--- src/stack_pkg.sv ---
// Package for the word-mode stack top and syllable executor.
// Assumes one clock domain and a single-port word memory on the far side.
package stack_pkg;

  localparam int WORD_W = 48;
  localparam int ADDR_W = 15;
  localparam int SYL_W  = 12;
  localparam int IDX_W  = 10;

  // Syllable type field sits in the two top bits
  localparam int SYL_TYPE_HI = 11;
  localparam int SYL_TYPE_LO = 10;
  localparam logic [1:0] TYPE_OPER  = 2'h0;
  localparam logic [1:0] TYPE_LIT   = 2'h1;
  localparam logic [1:0] TYPE_OPFET = 2'h2;
  localparam logic [1:0] TYPE_ADDR  = 2'h3;

  // Operator codes carried in the low bits of an operator syllable
  localparam logic [IDX_W-1:0] OP_ADD   = 10'h001;
  localparam logic [IDX_W-1:0] OP_XCH   = 10'h002;
  localparam logic [IDX_W-1:0] OP_STORE = 10'h003;

  localparam logic [ADDR_W-1:0] PTR_RESET  = 15'h0000;
  localparam logic [ADDR_W-1:0] BASE_RESET = 15'h0000;

  typedef enum logic [3:0] {
    ST_IDLE,
    ST_SPILL,
    ST_FILL_RD,
    ST_FILL_WT,
    ST_FETCH_RD,
    ST_FETCH_WT,
    ST_EXEC,
    ST_STORE
  } state_t;

endpackage : stack_pkg

--- src/stack_top_exec.sv ---
// Stack top (two arithmetic registers) and word-mode syllable executor.
// Assumes a memory answering a read with rd_valid some cycles later and
// accepting a write when mem_ready is high.
module stack_top_exec (
  input  wire logic                       core_clk,
  input  wire logic                       sys_rst,
  input  wire logic                       clk_en,
  input  wire logic [stack_pkg::ADDR_W-1:0] table_base,
  input  wire logic [stack_pkg::ADDR_W-1:0] stack_base,
  input  wire logic                       ptr_load,
  input  wire logic [stack_pkg::ADDR_W-1:0] ptr_init,
  input  wire logic                       syl_valid,
  output logic                            syl_ready,
  input  wire logic [stack_pkg::SYL_W-1:0]  syl,
  input  wire logic signed [stack_pkg::ADDR_W-1:0] rel_offset,
  output logic [stack_pkg::ADDR_W-1:0]    rel_addr,
  output logic                            mem_rd,
  output logic                            mem_wr,
  output logic [stack_pkg::ADDR_W-1:0]    mem_addr,
  output logic [stack_pkg::WORD_W-1:0]    mem_wdata,
  input  wire logic                       mem_ready,
  input  wire logic                       mem_rd_valid,
  input  wire logic [stack_pkg::WORD_W-1:0] mem_rdata,
  output logic [stack_pkg::WORD_W-1:0]    top_a,
  output logic [stack_pkg::WORD_W-1:0]    second_b,
  output logic                            a_valid,
  output logic                            b_valid,
  output logic [stack_pkg::ADDR_W-1:0]    core_ptr,
  output logic                            busy
);

  ////////////////////////////////////////////////////////////////////////////
  // State

  stack_pkg::state_t              state_q;
  stack_pkg::state_t              state_d;
  logic [stack_pkg::WORD_W-1:0]   a_q;
  logic [stack_pkg::WORD_W-1:0]   b_q;
  logic                           av_q;
  logic                           bv_q;
  logic [stack_pkg::ADDR_W-1:0]   s_q;
  logic [stack_pkg::SYL_W-1:0]    syl_q;
  logic [stack_pkg::WORD_W-1:0]   push_q;
  logic                           push_pend_q;
  logic [1:0]                     need_q;
  logic                           rd_out_q;
  logic                           wr_out_q;
  logic [stack_pkg::ADDR_W-1:0]   addr_out_q;
  logic [stack_pkg::WORD_W-1:0]   wdata_out_q;

  ////////////////////////////////////////////////////////////////////////////
  // Decode

  function automatic logic [1:0] need_regs(input logic [stack_pkg::SYL_W-1:0] s);
    logic [1:0] n;
    n = 2'h0;
    if (s[stack_pkg::SYL_TYPE_HI:stack_pkg::SYL_TYPE_LO] == stack_pkg::TYPE_OPER)
    begin
      n = 2'h2;
    end
    return n;
  endfunction : need_regs

  wire [1:0]  syl_type = syl_q[stack_pkg::SYL_TYPE_HI:stack_pkg::SYL_TYPE_LO];
  wire [stack_pkg::IDX_W-1:0] syl_idx = syl_q[stack_pkg::IDX_W-1:0];
  wire [stack_pkg::ADDR_W-1:0] tbl_addr =
    table_base + {{(stack_pkg::ADDR_W-stack_pkg::IDX_W){1'b0}}, syl_idx};
  wire [stack_pkg::WORD_W-1:0] lit_word =
    {{(stack_pkg::WORD_W-stack_pkg::IDX_W){1'b0}}, syl_idx};
  wire [stack_pkg::WORD_W-1:0] address_push_syllable_word =
    {{(stack_pkg::WORD_W-stack_pkg::ADDR_W){1'b0}}, tbl_addr};
  wire [stack_pkg::ADDR_W-1:0] s_inc = s_q + 15'h0001;
  wire [stack_pkg::ADDR_W-1:0] s_dec = s_q - 15'h0001;
  wire [stack_pkg::WORD_W-1:0] sum_ab = a_q + b_q;
  wire [1:0] valid_cnt = {1'b0, av_q} + {1'b0, bv_q};
  wire [stack_pkg::ADDR_W-1:0] address_push_syllable_addr = a_q[stack_pkg::ADDR_W-1:0];
  wire idle = (state_q == stack_pkg::ST_IDLE);
  wire mem_busy = (rd_out_q || wr_out_q) && !mem_ready;

  assign rel_addr  = stack_base + rel_offset;
  assign syl_ready = idle && !push_pend_q;
  assign busy      = !syl_ready;
  assign mem_rd    = rd_out_q;
  assign mem_wr    = wr_out_q;
  assign mem_addr  = addr_out_q;
  assign mem_wdata = wdata_out_q;
  assign top_a     = a_q;
  assign second_b  = b_q;
  assign a_valid   = av_q;
  assign b_valid   = bv_q;
  assign core_ptr  = s_q;

  ////////////////////////////////////////////////////////////////////////////
  // Sequencer

  always_comb
  begin
    state_d = state_q;
    case (state_q)
      stack_pkg::ST_IDLE:
      begin
        if (push_pend_q)
        begin
          state_d = (av_q && bv_q) ? stack_pkg::ST_SPILL : stack_pkg::ST_EXEC;
        end
        else if (syl_valid)
        begin
          state_d = stack_pkg::ST_EXEC;
        end
      end
      stack_pkg::ST_SPILL:     state_d = stack_pkg::ST_EXEC;
      stack_pkg::ST_FILL_RD:   state_d = stack_pkg::ST_FILL_WT;
      stack_pkg::ST_FILL_WT:
      begin
        if (mem_rd_valid)
        begin
          state_d = stack_pkg::ST_EXEC;
        end
      end
      stack_pkg::ST_FETCH_RD:  state_d = stack_pkg::ST_FETCH_WT;
      stack_pkg::ST_FETCH_WT:
      begin
        if (mem_rd_valid)
        begin
          state_d = stack_pkg::ST_IDLE;
        end
      end
      stack_pkg::ST_EXEC:
      begin
        if (mem_busy)
        begin
          state_d = stack_pkg::ST_EXEC;
        end
        else if (push_pend_q)
        begin
          state_d = (av_q && bv_q) ? stack_pkg::ST_SPILL : stack_pkg::ST_IDLE;
        end
        else if (syl_type == stack_pkg::TYPE_OPFET)
        begin
          state_d = stack_pkg::ST_FETCH_RD;
        end
        else if ({1'b0, valid_cnt} < {1'b0, need_q})
        begin
          state_d = stack_pkg::ST_FILL_RD;
        end
        else if (syl_type == stack_pkg::TYPE_OPER && syl_idx == stack_pkg::OP_STORE)
        begin
          state_d = stack_pkg::ST_STORE;
        end
        else
        begin
          state_d = stack_pkg::ST_IDLE;
        end
      end
      stack_pkg::ST_STORE:
      begin
        if (!mem_busy)
        begin
          state_d = stack_pkg::ST_IDLE;
        end
      end
      default:                 state_d = stack_pkg::ST_IDLE;
    endcase
  end

  always_ff @(posedge core_clk)
  begin
    if (sys_rst)
    begin
      state_q <= stack_pkg::ST_IDLE;
    end
    else if (clk_en)
    begin
      state_q <= state_d;
    end
  end

  ////////////////////////////////////////////////////////////////////////////
  // Datapath

  always_ff @(posedge core_clk)
  begin
    if (sys_rst)
    begin
      a_q <= '0; b_q <= '0; av_q <= 1'b0; bv_q <= 1'b0;
      s_q <= stack_pkg::PTR_RESET; syl_q <= '0; push_q <= '0;
      push_pend_q <= 1'b0; need_q <= 2'h0;
      rd_out_q <= 1'b0; wr_out_q <= 1'b0;
      addr_out_q <= '0; wdata_out_q <= '0;
    end
    else if (clk_en)
    begin
      if (mem_ready)
      begin
        rd_out_q <= 1'b0;
        wr_out_q <= 1'b0;
      end
      if (ptr_load && idle)
      begin
        s_q <= ptr_init;
      end
      case (state_q)
        stack_pkg::ST_IDLE:
        begin
          if (!push_pend_q && syl_valid)
          begin
            syl_q  <= syl;
            need_q <= need_regs(syl);
            case (syl[stack_pkg::SYL_TYPE_HI:stack_pkg::SYL_TYPE_LO])
              stack_pkg::TYPE_LIT:  push_pend_q <= 1'b1;
              stack_pkg::TYPE_ADDR: push_pend_q <= 1'b1;
              default:              push_pend_q <= 1'b0;
            endcase
          end
        end
        stack_pkg::ST_SPILL:
        begin
          s_q         <= s_inc;
          addr_out_q  <= s_inc;
          wdata_out_q <= b_q;
          wr_out_q    <= 1'b1;
          bv_q        <= 1'b0;
        end
        stack_pkg::ST_FILL_RD:
        begin
          addr_out_q <= s_q;
          rd_out_q   <= 1'b1;
        end
        stack_pkg::ST_FILL_WT:
        begin
          if (mem_rd_valid)
          begin
            // Fill B; a valid B moves up to A first
            if (bv_q)
            begin
              a_q  <= b_q;
              av_q <= 1'b1;
            end
            b_q  <= mem_rdata;
            bv_q <= 1'b1;
            s_q  <= s_dec;
          end
        end
        stack_pkg::ST_FETCH_RD:
        begin
          addr_out_q <= tbl_addr;
          rd_out_q   <= 1'b1;
        end
        stack_pkg::ST_FETCH_WT:
        begin
          if (mem_rd_valid)
          begin
            push_q      <= mem_rdata;
            push_pend_q <= 1'b1;
          end
        end
        stack_pkg::ST_EXEC:
        begin
          if (mem_busy)
          begin
            push_q <= push_q;
          end
          else if (push_pend_q)
          begin
            if (!(av_q && bv_q))
            begin
              // Old top moves down, new word on top
              if (av_q)
              begin
                b_q  <= a_q;
                bv_q <= 1'b1;
              end
              a_q         <= (syl_type == stack_pkg::TYPE_LIT) ? lit_word :
                             (syl_type == stack_pkg::TYPE_ADDR) ? address_push_syllable_word :
                             push_q;
              av_q        <= 1'b1;
              push_pend_q <= 1'b0;
            end
          end
          else if (syl_type == stack_pkg::TYPE_OPER &&
                   {1'b0, valid_cnt} >= {1'b0, need_q})
          begin
            if (syl_idx == stack_pkg::OP_ADD)
            begin
              b_q  <= sum_ab;
              av_q <= 1'b0;
            end
            else if (syl_idx == stack_pkg::OP_XCH)
            begin
              a_q <= b_q;
              b_q <= a_q;
            end
            else if (syl_idx == stack_pkg::OP_STORE)
            begin
              addr_out_q  <= address_push_syllable_addr;
              wdata_out_q <= b_q;
              wr_out_q    <= 1'b1;
            end
          end
        end
        stack_pkg::ST_STORE:
        begin
          if (!mem_busy)
          begin
            av_q <= 1'b0;
            bv_q <= 1'b0;
          end
        end
        default: rd_out_q <= 1'b0;
      endcase
    end
  end

endmodule : stack_top_exec

--- config.mk ---
export PLATFORM = sky130hd
export DESIGN_NAME = stack_top_exec
export DESIGN_NICKNAME = d
export VERILOG_FILES = /design/src/stack_pkg.sv /design/src/stack_top_exec.sv
export SDC_FILE = /design/constraint.sdc
export NUM_CORES = 1
export LEC_CHECK = 0
export BUFFER_PORTS_ARGS = -buffer_cell sky130_fd_sc_hd__buf_2
export CAP_MARGIN = 30
export CORE_MARGIN = 5
export CORE_UTILIZATION = 50
export CTS_BUF_LIST = sky130_fd_sc_hd__clkbuf_4 sky130_fd_sc_hd__clkbuf_8 sky130_fd_sc_hd__clkbuf_16
export CTS_CLUSTER_SIZE = 28
export DETAILED_ROUTE_END_ITERATION = 16
export PLACE_DENSITY_LB_ADDON = 0.2
export SLEW_MARGIN = 20
export SYNTH_ARGS = -nofsm -noshare
export SYNTH_HDL_FRONTEND = slang
export SYNTH_SLANG_ARGS = --single-unit
--- constraint.sdc ---
create_clock -name core_clk -period 2.62 [get_ports core_clk]
set_input_delay 0.131 -clock core_clk [delete_from_list [all_inputs] [get_ports core_clk]]
set_output_delay 0.131 -clock core_clk [all_outputs]
set_load 0.01 [all_outputs]
### Word level (Yosys, flattened, before mapping)

Index checks and enable logic that the tools add are counted.

* add/subtract/negate cells: 6
* magnitude comparators: 2
* equality and inequality tests: 38
* mux-type cells: 82
* reduce and logical (&&, ||, !) cells: 34

Operators with widths (count)
* 48-bit two-way mux: 24
* 48-bit case mux with 2 select lines: 3
* 15-bit two-way mux: 8
* 15-bit case mux with 4 select lines: 1
* 48-bit adder: 1
* 4-bit case mux with 8 select lines: 1
* 8-bit AND reduction: 4
* 15-bit case mux with 2 select lines: 1
* 1-bit two-way mux: 27
* 2-bit != test, second input constant: 13
* 3-bit != test, second input constant: 7
* 10-bit by 2-bit == test with 1-bit output, second input constant: 2
* 4-bit two-way mux: 5
* 3-bit two-way mux: 6
* 9-bit AND reduction: 2
* 4-bit by 3-bit == test with 1-bit output, second input constant: 4
* 15-bit by 1-bit adder with 15-bit output, second input constant: 1
* 15-bit by 10-bit adder with 15-bit output: 1
* 15-bit adder: 1
* 15-bit by 1-bit subtractor with 15-bit output, second input constant: 1
* 10-bit by 1-bit == test with 1-bit output, second input constant: 1
* 5-bit AND reduction: 2
* 4-bit by 2-bit == test with 1-bit output, second input constant: 2
* 4-bit nonzero test: 2
* other kinds (23): 42

* register bits: 245
* bits of input ports: 127
* output and inout port bits: 195

### Logic depth before layout (Yosys ltp)

Gate-level depths: netlist of run 1.

* depth in word-level cells: 8
* depth in mapped cells: 13

### Least setup slack after synthesis of run 1

Ideal clock, no wire load.

* kind: register to register
* start point: reg b_q, in the netlist second_b[0]
* end point: reg b_q, in the netlist second_b[36]
* setup time: 131 ps
* data arrival time: 2777 ps
* required time: 2489 ps
* setup slack: -288 ps
* stages on the path, launching flop included: 14
* buffers on the path: 0
* clock period less this slack: 2908 ps
* cells stage by stage: dfxtp_1 -> ha_1 -> inv_1 -> fa_1 -> nand2b_1 -> a21oi_1 -> o21ai_0 -> o21ai_2 -> a31oi_2 -> o31ai_2 -> a31oi_1 -> o21ai_0 -> xnor2_1 -> o22ai_1

* word-level cells in the longest chain between the ends: 6

RTL lines
* start, declared: RTL line stack_top_exec.sv:38 `logic [stack_pkg::WORD_W-1:0] b_q;`
* start signal, assigned: RTL line stack_top_exec.sv:239 `b_q <= mem_rdata;`
* start signal, assigned: RTL line stack_top_exec.sv:270 `b_q <= a_q;`
* start signal, assigned: RTL line stack_top_exec.sv:285 `b_q <= sum_ab;`
* 48-bit adder: RTL line stack_top_exec.sv:74 `wire [stack_pkg::WORD_W-1:0] sum_ab = a_q + b_q;`
* 48-bit two-way mux: RTL line stack_top_exec.sv:283 `if (syl_idx == stack_pkg::OP_ADD)`
* 48-bit two-way mux: RTL line stack_top_exec.sv:280 `else if (syl_type == stack_pkg::TYPE_OPER &&`
* 48-bit two-way mux: RTL line stack_top_exec.sv:263 `else if (push_pend_q)`
* 48-bit two-way mux: RTL line stack_top_exec.sv:259 `if (mem_busy)`
* 48-bit case mux with 2 select lines: RTL line stack_top_exec.sv:202 `case (state_q)`

No other way between the ends. The select of a mux whose other input is x is not followed.
A chain may end at the register's enable or synchronous reset.

### Worst setup path after layout of run 1

* start point: reg a_q, in the netlist top_a[16]
* end point: reg b_q, in the netlist second_b[45]

* word-level cells in the longest chain between the ends: 6

RTL lines
* start, declared: RTL line stack_top_exec.sv:37 `logic [stack_pkg::WORD_W-1:0] a_q;`
* start signal, assigned: RTL line stack_top_exec.sv:236 `a_q <= b_q;`
* start signal, assigned: RTL line stack_top_exec.sv:273 `a_q <= (syl_type == stack_pkg::TYPE_LIT) ? lit_word :`
* start signal, assigned: RTL line stack_top_exec.sv:290 `a_q <= b_q;`
* 48-bit adder: RTL line stack_top_exec.sv:74
* 48-bit two-way mux: RTL line stack_top_exec.sv:283
* 48-bit two-way mux: RTL line stack_top_exec.sv:280
* 48-bit two-way mux: RTL line stack_top_exec.sv:263
* 48-bit two-way mux: RTL line stack_top_exec.sv:259
* 48-bit case mux with 2 select lines: RTL line stack_top_exec.sv:202
* end signal, assigned: RTL line stack_top_exec.sv:270
* end signal, assigned: RTL line stack_top_exec.sv:285
* end signal, assigned: RTL line stack_top_exec.sv:291 `b_q <= a_q;`

No other way between the ends. The select of a mux whose other input is x is not followed.

==> results of run 1 <==
[cells by family (layout without fill, tap and decap cells)]
kind of cell	after synthesis	in the layout	share of synthesized area [%]
adder cells (fa/ha/maj)	76	76	6.324
XOR/XNOR	71	71	4.040
AND/OR/NAND/NOR	862	862	24.69
buffers and inverters	203	809	4.983
multiplexers	19	19	1.252
flip-flops	243	243	31.60
AO/OA/AOI/OAI	665	665	27.11
[synth_stat cells, drive strengths merged, types with 17 or more instances]
cell type,instances
a211oi,79
a21o,35
a21oi,261
a31oi,22
and3,45
buf,23
clkbuf,138
dfxtp,243
ha,73
inv,42
mux2i,17
nand2,392
nand3,47
nor2,184
nor3,94
o211ai,45
o21ai,109
or3,23
xnor2,44
xor2,27
[routing by layer]
| metal | part of all wire (%) | up-vias |
|---|---|---|
| met5 | 0.029 | - |
| met4 | 3.7 | 2 |
| met3 | 9.8 | 150 |
| met2 | 46 | 1040 |
| met1 | 41 | 8877 |
| li1 | - | 8793 |
[worst reg2reg max path: stages, from the launching register on]
cell and delay (ns):
dfxtp_2 0.34, ha_4 0.27, nand4_1 0.15, or3_4 0.37, or3_4 0.35, o22ai_4 0.20
nand3b_1 0.13, o211ai_2 0.16, nor4b_4 0.10, o41ai_2 0.31, xnor2_1 0.18, a211oi_2 0.09
[flip-flops by register name, indices dropped and copies added (netlist names), 3 cells and up]
register,flops
core_ptr,15
mem_addr,15
mem_wdata,48
push_q,48
second_b,48
state_q,3
syl_q,12
top_a,48
[stage by stage]
step	cells	area, µm²	util, %
global placement	2994	19560	64.12
CTS	3122	21560	70.67
global route	3141	22240	72.90
floorplan	2139	15600	-
detailed placement	2995	19580	64.19
finish	3141	22240	72.90
[report_power, final]
group          internal [W]  switching [W]  total [W]
registers           0.00384       0.000140    0.00398
logic               0.00115        0.00159    0.00274
clock network       0.00238        0.00166    0.00404
[timing repair]
action	in CTS	in global routing
resized for setup	70	125
setup buffers	11	19
endpoints found under the hold margin	105	0
gates cloned	0	1
hold buffers	67	0
pin swaps	51	81
endpoints found under the setup margin	48	149
[area by class of cell]
class / count / share of cell area, %
Multi-Input combinational cell: 1693 / 48.32
Timing Repair Buffer: 718 / 22.50
Sequential cell: 243 / 22.06
Clock buffer: 38 / 3.679
Tap cell: 396 / 2.228
Inverter: 42 / 0.7088
Clock inverter: 11 / 0.5119
[how the worst max path moves through the flow]
stage	start	to	slack (ns)	cells after the start
floorplan	second_b[14]	second_b[45]	-0.03	12
global placement	syl_q[0]	top_a[14]	-0.25	14
detailed placement	syl_q[0]	top_a[12]	-0.28	13
CTS	top_a[16]	second_b[45]	-0.09	11
global route	top_a[0]	second_b[26]	-0.30	14
finish	top_a[16]	second_b[45]	-0.15	11
==> impl_metrics.yaml, run 1 <==
timing:
  min_period_over_period_pct: 105.9
  finalHoldViolCount: 0
  hold_ws_ns: 0.01499
  tightest_slew_ns: 0.6789
  finalWorstSetupSlack_ns: -0.1543
  max_slew_margin_pct: 54.26
  finalSetupViolations: 20
  fmax_ghz: 0.3605
  rsz0062_at_grt: "yes"
  tns_ns: -1.357
  maxSlewViolCount: 0
  fin_skew_ns: 0.01280
  period_needed_ns: 2.774
critical_path:
  path_delay_family: "simple AND/OR/NAND/NOR gates"
  critPathSlowestCell: "or3_4"
  r2r_cells: 11
  max_stage_delay_ns: 0.37
  path_class: "reg -> reg"
  endpoint_kind: "flip-flop"
  r2r-start: "top_a[16]"
  crit_fanout: 3
  path_cells: "ha_4, nand4_1, or3_4, or3_4, o22ai_4, nand3b_1, o211ai_2, nor4b_4, o41ai_2, xnor2_1, a211oi_2"
  worst-r2r-setup-slack_ns: -0.15
  r2r-end: "second_b[45]"
  worstSetupStartpointType: "flip-flop"
  arrival_ns: 3.20
  crit_required_ns: 3.04
  path_common_cell: "or3_4"
  path_buf_inv: 0
global_routing:
  grt_start_max_net_pins: 78
  top_usage_layer: "met2"
  use_met3_pct: 5.355
  grt_usage_pct: 34.12
  grt_pass1_wl_um: 95570
  antenna_found_initial: 1
  grtUsageMet1_pct: 46.44
  grt_pass1_vias: 18020
  overflow: 0
  use_met2_pct: 55.51
layout:
  drive_gt1_share_pct: 32.35
  multiInputGateArea_um2: 10750
  final_cell_mix: "nand2_1, buf_2, buf_4"
  fillCellCount: 2442
  nets: 2929
  n_antenna_cell: 0
  syn_to_final_growth_pct: 44.51
  regArea_um2: 4907
  layout_commonest_cell: "nand2_1"
cts:
  clk_path_buf_depth: 3
  htree_levels: 1
  cts-root-buf: "clkbuf_16"
  cts_tree: "built"
  clock_sinks: 243
  clock_latency_ns: 0.55
  clk_pin_slew_ns: 0.06
  numCtsBuffers: 28
die:
  initial_core_util_pct: 50.45
  core_area_um2: 30510
  num_rows: 64
  die_y_um: 185.5
  die_area_um2: 34390
  die_w_um: 185.5
  boundaryPins: 322
routing:
  viasPerCell: 6.005
  drt_wl_total_um: 63060
  drtAntennaViolNets: 0
  drt_first_pass_iters: 8
  first_iter_violations: 1754
  wire_per_inst_um: 20.08
  vias: 18860
  drc: 0
power_and_ir_drop:
  powerDensity_nw_per_um2: 483.5
  max-vdd-ir-drop_mv: 0.6165
  power_w: 0.01075
  p_leak_nw: 9.476
synthesis:
  yosysTopAreaCellShare_pct: 31.60
  synth.distinct_cells: 71
  syn_inst: 2139
  ys_seq_area_share_pct: 31.60
  synth_flop_cell: "dfxtp_1"
  async_reset_ff_share_pct: 0
  synth_area_um2: 15390
  synth_area_leaders: "dfxtp_1, nand2_1, a21oi_1, ha_1, nor2_1"
  ys_ff_latch: 243
  yosysTopAreaCell: "dfxtp_1"
  synth_warnings: 0
  synth_edf_count: 0
  synth.avg_cell_area_um2: 7.196
  syn-num-nets: 2342
placed_design:
  place.gp.congestion: 0.9648
  place_ws_ns: -0.2802
  hpwl_um: 44410
  port_buffers: 321
flow_run:
  max-cap-violations: 0
hold_path:
  min_to: "core_ptr[0]"
  min_from: "ptr_init[0]"
  hold_class: "in -> reg"
  holdPathStages: 5
outcome:
  outcome: "finished with violations"
  violations: "setup timing"
(Power assumes the default switching activity.)
==> run 2, diff against run 1 <==
--- a/config.mk
+++ b/config.mk
@@ -12,7 +12,7 @@
 export CTS_BUF_LIST = sky130_fd_sc_hd__clkbuf_4 sky130_fd_sc_hd__clkbuf_8 sky130_fd_sc_hd__clkbuf_16
 export CTS_CLUSTER_SIZE = 28
 export DETAILED_ROUTE_END_ITERATION = 16
-export PLACE_DENSITY_LB_ADDON = 0.2
+export PLACE_DENSITY = 0.74
 export SLEW_MARGIN = 20
 export SYNTH_ARGS = -nofsm -noshare
 export SYNTH_HDL_FRONTEND = slang
==> impl_metrics.yaml, run 2 (synthesis results as in run 1) <==
cts:
  cts-root-buf: "clkbuf_16"
  clk_pin_slew_ns: 0.06
  htree_levels: 1
  cts_tree: "built"
  clock_sinks: 243
  clk_path_buf_depth: 3
  clock_latency_ns: 0.55
  numCtsBuffers: 28
critical_path:
  crit_required_ns: 3.03
  critPathSlowestCell: "dfxtp_4"
  arrival_ns: 3.20
  r2r-start: "top_a[0]"
  endpoint_kind: "flip-flop"
  crit_fanout: 3
  path_class: "reg -> reg"
  max_stage_delay_ns: 0.36
  path_cells: "ha_4, inv_2, fa_2, nand2b_4, a21oi_4, o21ai_4, o21ai_4, a31oi_4, o31ai_4, buf_6, a31oi_4, o21ai_2, xnor2_1, o22ai_1"
  startpoint: "top_a[0]"
  worstSetupStartpointType: "flip-flop"
timing:
  min_period_over_period_pct: 106.5
  period_needed_ns: 2.790
  finalHoldViolCount: 0
  max_slew_margin_pct: 49.39
  rsz0062_at_grt: "yes"
  maxSlewViolCount: 0
  fin_skew_ns: 0.006087
  finalSetupViolations: 22
  finalWorstSetupSlack_ns: -0.1702
  fmax_ghz: 0.3584
  hold_ws_ns: 0.04872
  tightest_slew_ns: 0.7592
power_and_ir_drop:
  p_leak_nw: 9.468
  powerDensity_nw_per_um2: 481.9
  power_w: 0.01075
  max-vdd-ir-drop_mv: 0.4399
routing:
  drt_wl_total_um: 62920
  viasPerCell: 6.045
  wire_per_inst_um: 20.07
  first_iter_violations: 1896
  drtAntennaViolNets: 0
  drt_first_pass_iters: 6
  drc: 0
  vias: 18960
die:
  initial_core_util_pct: 50.45
  core_area_um2: 30510
  die_area_um2: 34390
  num_rows: 64
  die_y_um: 185.5
  die_w_um: 185.5
  boundaryPins: 322
outcome:
  outcome: "finished with violations"
  violations: "setup timing"
global_routing:
  grt_start_max_net_pins: 75
  antenna_found_initial: 3
  grt_pass1_vias: 18180
  grt_usage_pct: 34.04
  grt_pass1_wl_um: 95570
  overflow: 0
layout:
  fillCellCount: 2399
  final_cell_mix: "nand2_1, buf_2, buf_4"
  drive_gt1_share_pct: 32.30
  layout_commonest_cell: "nand2_1"
  nets: 2922
  syn_to_final_growth_pct: 44.94
placed_design:
  port_buffers: 321
  place.gp.congestion: 0.9809
  hpwl_um: 43400
flow_run:
  max-cap-violations: 0
hold_path:
  hold_class: "in -> reg"
  min_from: "sys_rst"
==> run 2: path summary, 6_finish.rpt <==
path	cells after the start	end	slack, ns
max	14	second_b[36]	-0.17
max reg2reg	14	second_b[36]	-0.17
min	2	push_q[36]	0.05
min reg2reg	2	mem_wdata[28]	0.45
==> run 2: per-stage QoR <==
stage	utilization [%]	setup TNS [ns]	worst slack, ns	area (µm²)	cells
6_report	73.12	-1.887	-0.1702	22310	3136
2_1_floorplan	-	-0.02881	-0.02881	15600	2139
5_1_grt	73.12	-5.995	-0.2801	22310	3136
4_1_cts	70.26	-1.181	-0.09863	21430	3111
3_5_place_dp	63.75	-5.514	-0.2695	19450	2982
3_3_place_gp	63.74	-2.229	-0.1750	19450	2982
==> run 2: layout make-up <==
class                      count  area [µm²]  area share, %
timing repair buffer         711        4937          22.13
antenna                        3       7.507        0.03365
multi-input combinational   1693       10880          48.77
clock inverter                 8       92.59         0.4150
tap                          396       495.5          2.221
clock buffer                  40       839.6          3.763
sequential                   243        4898          21.96
inverter                      42       157.7         0.7067
==> run 2: worst max-delay path, delay by kind of cell (launching register included) <==
kind | cells | cell delay, ns
buffers and inverters | 2 | 0.21
AO/OA/AOI/OAI | 8 | 1.32
AND/OR/NAND/NOR | 1 | 0.16
adder cells (fa/ha/maj) | 2 | 0.48
flip-flops | 1 | 0.36
XOR/XNOR | 1 | 0.13
==> run 2: timing repair <==
item,in CTS,in global routing
hold endpoints to repair,104,0
setup buffers,11,27
gates cloned,1,0
pin swaps,38,106
hold buffers,69,0
resized for setup,55,149
setup endpoints to repair,59,134
==> run 2: metal layers <==
layer,part of all wire [%],global-route usage [%],up-vias
met5,0,0,-
met4,4.4,13.80,0
met3,9.7,6.410,202
met2,46,55.79,1047
met1,40,44.30,8938
li1,-,-,8771
==> run 2: power by group <==
group	total [W]	leakage, nW	switching [W]	internal [W]
logic	0.00275	7.02	0.00159	0.00115
clock network	0.00402	0.469	0.00162	0.00240
registers	0.00398	1.98	0.000147	0.00384
total	0.0108	9.47	0.00336	0.00739
==> run 3, diff against run 2 <==
==> constraint.sdc (replaced) <==
create_clock -name core_clk -period 2.4 [get_ports core_clk]
set_input_delay 0.12 -clock core_clk [delete_from_list [all_inputs] [get_ports core_clk]]
set_output_delay 0.12 -clock core_clk [all_outputs]
set_load 0.01 [all_outputs]
==> impl_metrics.yaml, run 3 (synthesis results as in run 1) <==
die:
  die_area_um2: 34390
  core_area_um2: 30510
  die_y_um: 185.5
  boundaryPins: 322
  initial_core_util_pct: 50.45
  num_rows: 64
  die_w_um: 185.5
timing:
  finalHoldViolCount: 0
  max_slew_margin_pct: 56.43
  hold_ws_ns: 0.06420
  period_needed_ns: 2.790
  tns_ns: -10.27
  fmax_ghz: 0.3585
  finalSetupViolations: 55
  maxSlewViolCount: 0
  finalWorstSetupSlack_ns: -0.3896
  fin_skew_ns: 0.01426
  rsz0062_at_grt: "yes"
  tightest_slew_ns: 0.6468
  min_period_over_period_pct: 116.2
global_routing:
  grt_pass1_vias: 19250
  antenna_found_initial: 2
  overflow: 0
  grt_start_max_net_pins: 61
  grt_usage_pct: 35.67
  grt_pass1_wl_um: 100300
routing:
  viasPerCell: 6.054
  vias: 19680
  first_iter_violations: 1817
  drt_first_pass_iters: 6
  wire_per_inst_um: 20.51
  drc: 0
  drtAntennaViolNets: 0
  drt_wl_total_um: 66680
layout:
  layout_commonest_cell: "nand2_1"
  drive_gt1_share_pct: 37.46
  final_util_pct: 77.83
  multiInputGateArea_um2: 11220
  nets: 3035
  syn_to_final_growth_pct: 54.26
  fillCellCount: 2228
  regArea_um2: 4922
  final_cell_mix: "nand2_1, buf_4, buf_2"
cts:
  cts_tree: "built"
  clk_pin_slew_ns: 0.06
  cts-root-buf: "clkbuf_16"
  clock_sinks: 243
  clk_path_buf_depth: 3
  numCtsBuffers: 28
  clock_latency_ns: 0.56
  htree_levels: 1
outcome:
  violations: "setup timing"
  outcome: "finished with violations"
hold_path:
  min_to: "core_ptr[1]"
  holdPathStages: 4
  min_from: "ptr_load"
  hold_class: "in -> reg"
flow_run:
  max-cap-violations: 0
placed_design:
  place_ws_ns: -0.4295
  port_buffers: 321
  hpwl_um: 46250
  place.gp.congestion: 1.016
critical_path:
  path_common_cell: "o21ai_4"
  crit_required_ns: 2.85
  r2r-start: "top_a[0]"
  worstSetupStartpointType: "flip-flop"
  path_class: "reg -> reg"
  worst-r2r-setup-slack_ns: -0.39
  max_stage_delay_ns: 0.36
  arrival_ns: 3.24
  path_cells: "ha_4, inv_2, fa_2, nand2b_4, a21oi_4, o21ai_4, o21ai_4, a31oi_4, buf_6, o211ai_1, a21oi_1, xnor2_1, nand2_1, a311oi_1"
  r2r_cells: 14
  r2r-end: "second_b[26]"
  endpoint_kind: "flip-flop"
  critPathSlowestCell: "dfxtp_4"
  crit_fanout: 3
power_and_ir_drop:
  max-vdd-ir-drop_mv: 0.5208
  powerDensity_nw_per_um2: 517.3
  p_leak_nw: 10.17
run 3: cell count changes in the layout (fill, tap and decap cells not counted), moves of 9 or more:
cell,previous run,this run
a211oi_1,74,62
a211oi_2,3,15
buf_4,295,384
o21ai_0,70,61
buf_6,14,29
dfxtp_1,222,213
run 3: routing by layer:
metal  global-route usage [%]  vias up  share of wire [%]
met2                    61.58     1099                 48
li1                         -     8996                  -
met4                    14.45        4                4.9
met5                        0        -              0.022
met1                    44.44     9325                 38
met3                    5.785      257                9.1
run 3: where the power goes:
part	internal (W)	switching (W)
clock network	0.00264	0.00187
logic	0.00152	0.00191
registers	0.00419	0.000147
total	0.00835	0.00393
run 3: per-stage QoR:
stage	total power, W	instances	cell area, µm²
floorplan	0.005930	2139	15760
global placement	0.007180	3063	20280
detailed placement	0.007240	3063	20280
CTS	0.01196	3234	22990
global route	0.01268	3250	23740
finish	0.01228	3251	23740
run 3: critical path: cells and delay by family (launching register included):
family | cells | cell delay (ns)
fa+ha+maj | 2 | 0.49
compound gates | 7 | 1.21
buf+inv | 2 | 0.19
xor+xnor | 1 | 0.18
simple gates | 2 | 0.24
flops | 1 | 0.36
run 3: worst max-delay path by stage:
stage,from,endpoint,slack [ns],cells after the start
detailed placement,top_a[0],second_b[30],-0.43,14
CTS,top_a[0],second_b[26],-0.31,14
global route,second_b[26],second_b[45],-0.48,11
finish,top_a[0],second_b[26],-0.39,14
floorplan,second_b[14],second_b[45],-0.25,12
global placement,syl_q[0],top_a[14],-0.33,15
run 3: timing repair:
item / 4_1_cts / 5_1_grt
setup endpoints to repair: 126 / 151
gates resized for setup: 145 / 137
setup buffers: 49 / 25
gates cloned: 2 / 3
hold endpoints to repair: 115 / 0
pin swaps: 109 / 134
hold buffers: 70 / 0
run 3: final cells by class:
| type | instances | area share, % |
|---|---|---|
| Clock buffer | 37 | 3.488 |
| Inverter | 42 | 0.6640 |
| Clock inverter | 15 | 0.5691 |
| Antenna cell | 1 | 0.01054 |
| Tap cell | 396 | 2.087 |
| Sequential cell | 243 | 20.73 |
| Timing Repair Buffer | 824 | 25.18 |
| Multi-Input combinational cell | 1693 | 47.27 |
